### config.mk
export PLATFORM = sky130hd
export DESIGN_NAME = lso_top
export DESIGN_NICKNAME = d
export VERILOG_FILES = /design/src/lso_pkg.sv /design/src/lso_top.sv
export SDC_FILE = /design/constraint.sdc
export NUM_CORES = 1
export LEC_CHECK = 0
export BUFFER_PORTS_ARGS = -buffer_cell sky130_fd_sc_hd__clkbuf_2
export CAP_MARGIN = 20
export CELL_PAD_IN_SITES_DETAIL_PLACEMENT = 1
export CELL_PAD_IN_SITES_GLOBAL_PLACEMENT = 1
export CORE_MARGIN = 5
export CORE_UTILIZATION = 45
export CTS_BUF_LIST = sky130_fd_sc_hd__clkbuf_2
export DETAILED_ROUTE_END_ITERATION = 8
export GPL_TIMING_DRIVEN = 0
export HOLD_SLACK_MARGIN = 0.08
export PLACE_DENSITY_LB_ADDON = 0.1
export SLEW_MARGIN = 20
export SYNTH_ARGS = -nofsm -noshare
export SYNTH_HDL_FRONTEND = slang
export SYNTH_SLANG_ARGS = --single-unit
export TNS_END_PERCENT = 50
### constraint.sdc
create_clock -name pclk -period 25.7 [get_ports pclk]
set_clock_uncertainty 0.05 [all_clocks]
set_input_delay 3.855 -clock pclk [delete_from_list [all_inputs] [get_ports pclk]]
set_output_delay 3.855 -clock pclk [all_outputs]
set_load 0.01 [all_outputs]
### src/lso_pkg.sv
package lso_pkg;

  // ************************************
  // clock and timing
  // ************************************
  localparam int CLK_HZ = 125_000_000;
  localparam int TICK_MS = 1;
  localparam int TICK_CYC = CLK_HZ / 1000 * TICK_MS;
  localparam int SHOW_FN_MS = 2000;
  localparam int DEB_MS = 20;
  localparam logic [14:0] SHOW_FN_TICKS = 15'(SHOW_FN_MS / TICK_MS);
  localparam logic [14:0] DEB_TICKS = 15'(DEB_MS / TICK_MS);

  // ************************************
  // signal strength and bar
  // ************************************
  localparam int STR_W = 12;
  localparam int NLED = 10;
  localparam logic [11:0] STR_FULL = 12'hFFF;
  localparam logic [11:0] BAR_STEP = 12'h174;
  localparam logic [3:0] RISE_LVL = 4'h6;
  localparam logic [3:0] FALL_LVL = 4'h4;
  localparam logic [12:0] SENS_STEP = 13'h0040;
  localparam logic [12:0] SENS_MAX = 13'h0FFF;
  localparam logic [3:0] IDX_MAX = 4'hA;
  localparam logic [1:0] HYST_MAX = 2'h3;

  // ************************************
  // selector positions
  // ************************************
  localparam logic [3:0] POS_RUN = 4'h0;
  localparam logic [3:0] POS_CAL_FREE = 4'h1;
  localparam logic [3:0] POS_CAL_COV = 4'h2;
  localparam logic [3:0] POS_MAN_FREE = 4'h3;
  localparam logic [3:0] POS_MAN_COV = 4'h4;
  localparam logic [3:0] POS_HYST = 4'h5;
  localparam logic [3:0] POS_POL = 4'h6;
  localparam logic [3:0] POS_ON_DLY = 4'h7;
  localparam logic [3:0] POS_OFF_DLY = 4'h8;
  localparam logic [3:0] POS_SIM = 4'h9;
  localparam logic [3:0] POS_DAMP = 4'hA;

  // ************************************
  // register map
  // ************************************
  localparam logic [11:0] ADDR_CFG = 12'h000;
  localparam logic [11:0] ADDR_SENS = 12'h004;
  localparam logic [11:0] ADDR_STAT = 12'h008;
  localparam logic [11:0] ADDR_LIVE = 12'h00C;

  typedef struct packed {
    logic [3:0] damp_idx;
    logic [3:0] off_idx;
    logic [3:0] on_idx;
    logic pol_max;
    logic [1:0] hyst_m1;
  } lso_cfg_t;

  typedef struct packed {
    lso_cfg_t cfg;
    logic [12:0] sens;
  } lso_rec_t;

  localparam lso_cfg_t CFG_RST = '{4'h0, 4'h0, 4'h0, 1'b1, 2'h0};
  localparam logic [12:0] SENS_RST = 13'h0000;

  // time table shared by delays and damping, in ms
  function automatic logic [14:0] lso_time_ms(input logic [3:0] idx);
    case (idx)
      4'h1: lso_time_ms = 15'h0064;
      4'h2: lso_time_ms = 15'h00C8;
      4'h3: lso_time_ms = 15'h012C;
      4'h4: lso_time_ms = 15'h01F4;
      4'h5: lso_time_ms = 15'h03E8;
      4'h6: lso_time_ms = 15'h07D0;
      4'h7: lso_time_ms = 15'h0BB8;
      4'h8: lso_time_ms = 15'h1388;
      4'h9: lso_time_ms = 15'h2710;
      4'hA: lso_time_ms = 15'h4E20;
      default: lso_time_ms = 15'h0000;
    endcase
  endfunction

endpackage

### src/lso_top.sv
`timescale 1ns/100ps
// Overview of operation
// - show function number two seconds, then value
// - hysteresis settable from one to four steps
// - rising switch point fixed at level six
// - falling point level four down to one
// - hysteresis never touches current output
// - hysteresis defaults to one step
// - polarity position: each press toggles safety mode
// - maximum safety is the default polarity
// - on and off delays from eleven choices
// - output changes after crossing held full delay
// - short dips under off delay keep uncovered
// - delays never touch current output
// - damping averages strength over selectable window
// - both buttons calibrate in automatic positions
// - covered calibration leaves all ten segments dark
// - manual positions step sensitivity up or down
// - new calibration discards earlier adjustments
// - position zero shows live strength again
// - only zero is run; settings apply immediately
// - settings stored when selector leaves function
// - damping also feeds switch and current outputs
module lso_top
  import lso_pkg::*;
#(
  parameter int CYC_PER_TICK = TICK_CYC
) (
  input wire logic pclk,
  input wire logic presetn,
  input wire logic [11:0] paddr,
  input wire logic psel,
  input wire logic penable,
  input wire logic pwrite,
  input wire logic [31:0] pwdata,
  output logic [31:0] prdata,
  output logic pready,
  output logic pslverr,
  input wire logic [3:0] sel_pos_pin,
  input wire logic btn_inc_n,
  input wire logic btn_dec_n,
  input wire logic [11:0] strength,
  input wire logic nv_ld,
  input wire lso_pkg::lso_rec_t nv_ld_rec,
  output logic nv_wr,
  output lso_pkg::lso_rec_t nv_rec,
  output logic sw_out,
  output logic [9:0] led_bar,
  output logic [11:0] cur_level
);
  import lso_pkg::*;

  // ************************************
  // helpers
  // ************************************
  function automatic logic [9:0] bar_leds(input logic [3:0] n);
    bar_leds = 10'((11'h001 << n) - 11'h001);
  endfunction

  function automatic logic [3:0] step_idx(input logic [3:0] v, input logic up);
    if (up) begin
      step_idx = (v < IDX_MAX) ? v + 4'h1 : IDX_MAX;
    end else begin
      step_idx = (v != 4'h0) ? v - 4'h1 : 4'h0;
    end
  endfunction

  function automatic logic [3:0] clamp_idx(input logic [3:0] v);
    clamp_idx = (v > IDX_MAX) ? IDX_MAX : v;
  endfunction

  // ************************************
  // millisecond tick
  // ************************************
  logic [31:0] tick_cnt_r;
  logic ms_tick_r;

  // one shared tick keeps every long time a small counter
  always_ff @(posedge pclk or negedge presetn) begin
    if (!presetn) begin
      tick_cnt_r <= 32'h0;
      ms_tick_r <= 1'b0;
    end else if (tick_cnt_r >= 32'(CYC_PER_TICK - 1)) begin
      tick_cnt_r <= 32'h0;
      ms_tick_r <= 1'b1;
    end else begin
      tick_cnt_r <= tick_cnt_r + 32'h1;
      ms_tick_r <= 1'b0;
    end
  end

  // ************************************
  // pin synchronisers
  // ************************************
  logic [5:0] pin_s1_r, pin_s2_r, pin_s3_r;
  logic [5:0] pin_ok;
  logic [3:0] sel_r;

  // buttons inverted here so that 1 means pressed
  always_ff @(posedge pclk or negedge presetn) begin
    if (!presetn) begin
      pin_s1_r <= 6'h00;
      pin_s2_r <= 6'h00;
      pin_s3_r <= 6'h00;
    end else begin
      pin_s1_r <= {~btn_dec_n, ~btn_inc_n, sel_pos_pin};
      pin_s2_r <= pin_s1_r;
      pin_s3_r <= pin_s2_r;
    end
  end

  assign pin_ok = ~(pin_s2_r ^ pin_s3_r);

  // selector takes a new position only when all bits agree
  always_ff @(posedge pclk or negedge presetn) begin
    if (!presetn) begin
      sel_r <= POS_RUN;
    end else if (&pin_ok[3:0]) begin
      sel_r <= pin_s3_r[3:0];
    end
  end

  // ************************************
  // button debounce
  // ************************************
  logic [1:0] btn_db_r, btn_q_r;
  logic ev_inc, ev_dec, ev_both;

  genvar gi;
  generate
    for (gi = 0; gi < 2; gi++) begin : g_deb
      logic [14:0] deb_cnt_r;
      // level must hold a full debounce time before it counts
      always_ff @(posedge pclk or negedge presetn) begin
        if (!presetn) begin
          deb_cnt_r <= 15'h0;
          btn_db_r[gi] <= 1'b0;
        end else if (!pin_ok[4+gi] || pin_s3_r[4+gi] == btn_db_r[gi]) begin
          deb_cnt_r <= 15'h0;
        end else if (deb_cnt_r >= DEB_TICKS) begin
          deb_cnt_r <= 15'h0;
          btn_db_r[gi] <= pin_s3_r[4+gi];
        end else if (ms_tick_r) begin
          deb_cnt_r <= deb_cnt_r + 15'h1;
        end
      end
    end
  endgenerate

  always_ff @(posedge pclk or negedge presetn) begin
    if (!presetn) begin
      btn_q_r <= 2'b00;
    end else begin
      btn_q_r <= btn_db_r;
    end
  end

  // a press while the other is held is a two-button event
  assign ev_both = (btn_db_r[0] & ~btn_q_r[0] & btn_db_r[1]) |
                   (btn_db_r[1] & ~btn_q_r[1] & btn_db_r[0]);
  assign ev_inc = btn_db_r[0] & ~btn_q_r[0] & ~btn_db_r[1];
  assign ev_dec = btn_db_r[1] & ~btn_q_r[1] & ~btn_db_r[0];

  // ************************************
  // configuration record
  // ************************************
  lso_cfg_t cfg_r;
  logic [12:0] sens_r;
  logic [15:0] avg_r;
  logic apb_wr;
  logic [12:0] sens_up, sens_dn;

  assign apb_wr = psel & penable & pready & pwrite;

  // saturate manual steps so the offset never wraps
  assign sens_up = ($signed(sens_r) > $signed(SENS_MAX - SENS_STEP)) ?
                   SENS_MAX : sens_r + SENS_STEP;
  assign sens_dn = ($signed(sens_r) < $signed(SENS_STEP - SENS_MAX)) ?
                   13'(-SENS_MAX) : sens_r - SENS_STEP;

  // buttons act on the selected position; changes take effect at once
  always_ff @(posedge pclk or negedge presetn) begin
    if (!presetn) begin
      cfg_r <= CFG_RST;
      sens_r <= SENS_RST;
    end else if (nv_ld) begin
      cfg_r <= nv_ld_rec.cfg;
      sens_r <= nv_ld_rec.sens;
    end else if (apb_wr && paddr == ADDR_CFG) begin
      cfg_r.hyst_m1 <= pwdata[1:0];
      cfg_r.pol_max <= pwdata[2];
      cfg_r.on_idx <= clamp_idx(pwdata[7:4]);
      cfg_r.off_idx <= clamp_idx(pwdata[11:8]);
      cfg_r.damp_idx <= clamp_idx(pwdata[15:12]);
    end else if (apb_wr && paddr == ADDR_SENS) begin
      sens_r <= pwdata[12:0];
    end else begin
      case (sel_r)
        POS_CAL_FREE: begin
          if (ev_both) begin
            sens_r <= {1'b0, STR_FULL} - {1'b0, avg_r[15:4]};
          end
        end
        POS_CAL_COV: begin
          if (ev_both) begin
            sens_r <= 13'h0 - {1'b0, avg_r[15:4]};
          end
        end
        POS_MAN_FREE, POS_MAN_COV: begin
          if (ev_inc) begin
            sens_r <= sens_up;
          end else if (ev_dec) begin
            sens_r <= sens_dn;
          end
        end
        POS_HYST: begin
          if (ev_inc && cfg_r.hyst_m1 != HYST_MAX) begin
            cfg_r.hyst_m1 <= cfg_r.hyst_m1 + 2'h1;
          end else if (ev_dec && cfg_r.hyst_m1 != 2'h0) begin
            cfg_r.hyst_m1 <= cfg_r.hyst_m1 - 2'h1;
          end
        end
        POS_POL: begin
          if (ev_inc || ev_dec) begin
            cfg_r.pol_max <= ~cfg_r.pol_max;
          end
        end
        POS_ON_DLY: begin
          if (ev_inc || ev_dec) begin
            cfg_r.on_idx <= step_idx(cfg_r.on_idx, ev_inc);
          end
        end
        POS_OFF_DLY: begin
          if (ev_inc || ev_dec) begin
            cfg_r.off_idx <= step_idx(cfg_r.off_idx, ev_inc);
          end
        end
        POS_DAMP: begin
          if (ev_inc || ev_dec) begin
            cfg_r.damp_idx <= step_idx(cfg_r.damp_idx, ev_inc);
          end
        end
        default: begin
        end
      endcase
    end
  end

  // ************************************
  // function display timing and commit
  // ************************************
  logic [3:0] sel_q_r;
  logic show_fn_r;
  logic [14:0] fn_cnt_r;

  // leaving a non-run position writes the whole record out
  always_ff @(posedge pclk or negedge presetn) begin
    if (!presetn) begin
      sel_q_r <= POS_RUN;
      nv_wr <= 1'b0;
      nv_rec <= '0;
    end else begin
      sel_q_r <= sel_r;
      nv_wr <= (sel_r != sel_q_r) && (sel_q_r != POS_RUN);
      nv_rec <= '{cfg_r, sens_r};
    end
  end

  always_ff @(posedge pclk or negedge presetn) begin
    if (!presetn) begin
      show_fn_r <= 1'b0;
      fn_cnt_r <= 15'h0;
    end else if (sel_r != sel_q_r) begin
      show_fn_r <= (sel_r != POS_RUN);
      fn_cnt_r <= 15'h0;
    end else if (show_fn_r && ms_tick_r) begin
      if (fn_cnt_r >= SHOW_FN_TICKS - 15'h1) begin
        show_fn_r <= 1'b0;
      end else begin
        fn_cnt_r <= fn_cnt_r + 15'h1;
      end
    end
  end

  // ************************************
  // damping filter
  // ************************************
  logic [14:0] dmp_cnt_r;
  logic [14:0] dmp_per;
  logic [16:0] dmp_diff;

  // first order average, 16 steps per window; 12.4 fixed point
  assign dmp_per = (lso_time_ms(cfg_r.damp_idx) >> 4);
  assign dmp_diff = {1'b0, strength, 4'h0} - {1'b0, avg_r};

  always_ff @(posedge pclk or negedge presetn) begin
    if (!presetn) begin
      avg_r <= 16'h0;
      dmp_cnt_r <= 15'h0;
    end else if (cfg_r.damp_idx == 4'h0) begin
      avg_r <= {strength, 4'h0};
      dmp_cnt_r <= 15'h0;
    end else if (ms_tick_r) begin
      if (dmp_cnt_r >= dmp_per) begin
        dmp_cnt_r <= 15'h0;
        avg_r <= avg_r + 16'($signed(dmp_diff) >>> 4);
      end else begin
        dmp_cnt_r <= dmp_cnt_r + 15'h1;
      end
    end
  end

  // ************************************
  // sensitivity and bar level
  // ************************************
  logic [13:0] adj_sum;
  logic [11:0] adj;
  logic [3:0] level;
  logic [11:0] thr;

  assign adj_sum = {2'b00, avg_r[15:4]} + {sens_r[12], sens_r};
  assign adj = adj_sum[13] ? 12'h000 : (adj_sum[12] ? STR_FULL : adj_sum[11:0]);

  // count thresholds passed: ten equal bar steps
  always_comb begin
    level = 4'h0;
    thr = 12'h000;
    for (int k = 0; k < NLED; k++) begin
      thr = thr + BAR_STEP;
      if (adj >= thr) begin
        level = level + 4'h1;
      end
    end
  end

  // ************************************
  // limit detection with hysteresis
  // ************************************
  logic above_r;

  always_ff @(posedge pclk or negedge presetn) begin
    if (!presetn) begin
      above_r <= 1'b0;
    end else if (level >= RISE_LVL) begin
      above_r <= 1'b1;
    end else if (level <= FALL_LVL - {2'b00, cfg_r.hyst_m1}) begin
      above_r <= 1'b0;
    end
  end

  // ************************************
  // switching delays
  // ************************************
  logic det_r;
  logic [14:0] dly_cnt_r;
  logic [14:0] dly_tgt;

  assign dly_tgt = above_r ? lso_time_ms(cfg_r.on_idx) : lso_time_ms(cfg_r.off_idx);

  // counter restarts whenever the crossing lapses
  always_ff @(posedge pclk or negedge presetn) begin
    if (!presetn) begin
      det_r <= 1'b0;
      dly_cnt_r <= 15'h0;
    end else if (above_r == det_r) begin
      dly_cnt_r <= 15'h0;
    end else if (dly_cnt_r >= dly_tgt) begin
      det_r <= above_r;
      dly_cnt_r <= 15'h0;
    end else if (ms_tick_r) begin
      dly_cnt_r <= dly_cnt_r + 15'h1;
    end
  end

  // ************************************
  // outputs
  // ************************************
  // maximum safety energises on free path, so supply loss reads covered
  always_ff @(posedge pclk or negedge presetn) begin
    if (!presetn) begin
      sw_out <= 1'b0;
      cur_level <= 12'h000;
    end else begin
      sw_out <= cfg_r.pol_max ? det_r : ~det_r;
      cur_level <= adj;
    end
  end

  // bar shows live level only in run, calibration, manual and simulation positions
  always_ff @(posedge pclk or negedge presetn) begin
    if (!presetn) begin
      led_bar <= 10'h000;
    end else if (show_fn_r) begin
      led_bar <= {6'h00, sel_r};
    end else begin
      case (sel_r)
        POS_RUN, POS_CAL_FREE, POS_CAL_COV,
        POS_MAN_FREE, POS_MAN_COV, POS_SIM: begin
          led_bar <= bar_leds(level);
        end
        POS_HYST: led_bar <= bar_leds({2'b00, cfg_r.hyst_m1} + 4'h1);
        POS_POL: led_bar <= cfg_r.pol_max ? 10'h002 : 10'h001;
        POS_ON_DLY: led_bar <= bar_leds(cfg_r.on_idx);
        POS_OFF_DLY: led_bar <= bar_leds(cfg_r.off_idx);
        POS_DAMP: led_bar <= bar_leds(cfg_r.damp_idx);
        default: led_bar <= 10'h000;
      endcase
    end
  end

  // ************************************
  // apb slave
  // ************************************
  logic [31:0] rd_val;
  logic rd_err;

  always_comb begin
    rd_val = 32'h0;
    rd_err = 1'b0;
    case (paddr)
      ADDR_CFG: rd_val = {16'h0, cfg_r.damp_idx, cfg_r.off_idx, cfg_r.on_idx,
                          1'b0, cfg_r.pol_max, cfg_r.hyst_m1};
      ADDR_SENS: rd_val = {19'h0, sens_r};
      ADDR_STAT: rd_val = {19'h0, show_fn_r, sel_r, sw_out, det_r,
                           above_r, 1'b0, level};
      ADDR_LIVE: rd_val = {20'h0, adj};
      default: rd_err = 1'b1;
    endcase
  end

  // answer prepared in setup, so access completes with no wait
  always_ff @(posedge pclk or negedge presetn) begin
    if (!presetn) begin
      pready <= 1'b0;
      pslverr <= 1'b0;
      prdata <= 32'h0;
    end else if (psel && !penable) begin
      pready <= 1'b1;
      pslverr <= rd_err;
      prdata <= pwrite ? 32'h0 : rd_val;
    end else begin
      pready <= 1'b0;
      pslverr <= 1'b0;
      prdata <= 32'h0;
    end
  end

endmodule

==> impl_results.md <==
- Status: finished, final reports clean
- Vias in the first global route: 15.3k
- Worst r2r src: sens_r[0]
- Sequential fraction of the synthesis area: 38.9%
- PostCTS Resize Cnt: 0
- I/O Pins: 182
- DIE WIDTH: just over 200 µm
- Pin count of the biggest net entering global routing: 95
- Data required, critical path: approximately 27000 ps
- Number of synthesized flops with an enable pin: 0
- Post-synth cell types: 105
- Syn Area/Cell: roughly 9.2 µm²
- Yosys top cell area share: 38.7%
- GRT Total Usage: 25.5%
- End of the critical path: led_bar[4]
- Initial core utilization: a little under half
- Synth Cell Area: ~16000 µm²
- Final setup viols: 0
- Beginning of the critical path: sens_r[0]
- Hold Path Class: reg2reg
- Final-report hold violation count: 0
- Root Buffer: clkbuf_2
- Slew margin rel.: between 20% and 30%
- CTS Buffer Depth: 3
- Gpl congestion: about 0.90
- Num CTS Buffers: 71
- RSZ-0062 raised after global routing: no
- Clock sink total: around 260
- GRT overflow: 0
- Layout cells sized above 1: 16.5%
- Internal reg-to-reg setup slack: 14230 ps
- Worst-skew pair later-pin latency: between 900 and 1000 ps
- Worst Tran Pin Value: around 1100 ps
- Flip-flop and latch count after synthesis: 255
- H-tree levels: 3
- Nets: 2273
- Residual DRC count: 0
- Utilization after layout: 51.3%
- Die ar.: just over 40000 µm²
- CTS tree: done
- Vias/cell: 5.64
- Routed Wire Length: ~52 mm
- Critical path arrival: about 12000 ps
- Max_cap viols: 0
- Filler Cells Inserted: about 4.4k
- Slowest CP cell: xor2_1
- Minimum clock period: between 10000 and 15000 ps
- Die Ht: just over 200 µm
- CP Class: reg2reg
- Port buffer count: between 100 and 150
- CP Capture Type: flip-flop
- Syn-to-layout area delta: 13.6%
- Biggest area consumer among synthesized cells: dfrtp_1
- Drt pass-1 iters: 5
- Synth area leaders: dfrtp_1 39%, ha_1 9.0%, nor2_1 4.2%, xor2_1 3.7%, nand2_1 3.5%
- FP Rows: 70
- Top cell by count, worst path: ha_1
- Syn Inst Count: 1782
- FF-to-FF End: led_bar[4]
- CTS hold repair buffers: 0
- Placed instance count: about 2.5k
- DR iter-0 viols: 763
- Antenna violations before repair: 8
- Antenna Nets Post-Route: 0
- Final Max Slew Viols: 0
- First-pass GRT wire length: roughly 83 mm
- Fin crit share: between 40% and 50%
- Commonest cells after routing, fill and taps aside: 254 x dfrtp_1, 245 x clkbuf_2, 183 x nor2_1
- Via count: 14.5k
- WL/cell: 20.2 µm
- Crit path max fanout: 10
- Post-route insts no fill: 2577
- Post-CTS setup buffer count: 0
- Worst Hold Margin: a little under 300 ps
- Reg clk slew, reported paths: 110 ps
- YS warnings: 0
- Fraction of registers with async set/reset: 100%
- Core area: around 36000 µm²
- Reg2reg path depth: 46
- Final total negative setup slack: 0 ps
- Fmax: 87.2 MHz
- Top_reg_cell synth: dfrtp_1
- Crit-path max cell delay: roughly 520 ps
- Most common cell after layout, fill and taps aside: dfrtp_1
- Half-perimeter wire length after detailed placement: 40.4 mm
- CP Launch Type: flip-flop
## kinds of logic (layout without fill, tap and decap cells)
kind of cell	Yosys count	after routing	synth area share, %
other cells	1	54	0.0228
xor+xnor	127	127	7.36
mux	47	47	3.66
simple gates	598	598	17.7
flops	255	255	38.9
buf+inv	182	456	4.75
fa+ha+maj	120	120	9.23
compound gates	452	452	18.5
## how the worst min path moves through the flow
stage | from | to | slack [ps] | depth (start not counted)
after floorplan | pin_s1_r[0] | pin_s2_r[0] | 280 | 0
after global placement | pin_s1_r[4] | pin_s2_r[4] | 280 | 0
after detailed placement | pin_s1_r[4] | pin_s2_r[4] | 290 | 0
after CTS | pin_s1_r[4] | pin_s2_r[4] | 310 | 0
after global routing | pin_s1_r[4] | pin_s2_r[4] | 310 | 0
final | pin_s1_r[5] | pin_s2_r[5] | 300 | 0
## metrics by stage
| step | setup WS (ps) | instance area [µm²] |
|---|---|---|
| floorplan | 16150 | 16600 |
| global placement | 14640 | 17900 |
| detailed placement | 14340 | 18000 |
| CTS | 14270 | 18700 |
| global route | 13410 | 18700 |
| finish | 14230 | 18700 |
## metal layers
| metal | share of wire (%) | vias to the layer above | GRT usage, % | routed length [µm] |
|---|---|---|---|---|
| met5 | 0.13 | - | 0 | 67 |
| met3 | 5.2 | 106 | 5.17 | 2720 |
| met4 | 3.4 | 10 | 9.98 | 1770 |
| met1 | 44 | 7143 | 33.1 | 22800 |
| li1 | - | 6912 | - | - |
| met2 | 47 | 363 | 42.3 | 24700 |
## cell usage after synthesis, types with 16 or more instances
| master | number |
|---|---|
| a31oi_1 | 23 |
| a21o_1 | 28 |
| xor2_1 | 69 |
| buf_4 | 17 |
| mux2i_1 | 29 |
| o211ai_1 | 24 |
| nand2_1 | 152 |
| nor2b_1 | 23 |
| o21ai_0 | 103 |
| clkbuf_1 | 53 |
| nor3_1 | 38 |
| or3_1 | 16 |
| xnor2_1 | 50 |
| nand3_1 | 50 |
| nor2_1 | 183 |
| dfrtp_1 | 254 |
| nand2b_1 | 24 |
| nor4_1 | 19 |
| a211oi_1 | 26 |
| a21oi_1 | 107 |
| inv_1 | 91 |
| ha_1 | 118 |
| nand4_1 | 22 |
## area by class of cell
type	instances	area (µm²)	area share [%]
Antenna cell	3	7.51	0.0402
Buffer	87	420	2.25
Clock buffer	97	485	2.60
Clock inverter	25	143	0.764
Inverter	95	359	1.92
Multi-Input combinational cell	1395	9460	50.7
Sequential cell	255	6380	34.2
Tap cell	468	586	3.14
Timing Repair Buffer	152	817	4.38
## flip-flops by register name, summed over array words and instances, names as in the netlist, 6 cells and up
register	count
dly_cnt_r	15
sens_r	13
pin_s1_r	6
dmp_cnt_r	15
tick_cnt_r	32
prdata	16
led_bar	10
nv_rec	28
g_deb.deb_cnt_r	30
cur_level	12
pin_s3_r	6
pin_s2_r	6
avg_r	16
cfg_r	15
fn_cnt_r	15
## critical path, delay by kind of cell, from the launching register on
family | cells | cell delay (ps)
AO/OA/AOI/OAI | 14 | 3510
adder cells (fa/ha/maj) | 11 | 3260
AND/OR/NAND/NOR | 12 | 1810
XOR/XNOR | 5 | 1520
flip-flops | 1 | 500
buffers and inverters | 3 | 490
multiplexers | 1 | 250
Power is left out: the tool's default activity adds up to more than one toggle a clock period on the data nets, which glitch-free logic cannot reach.
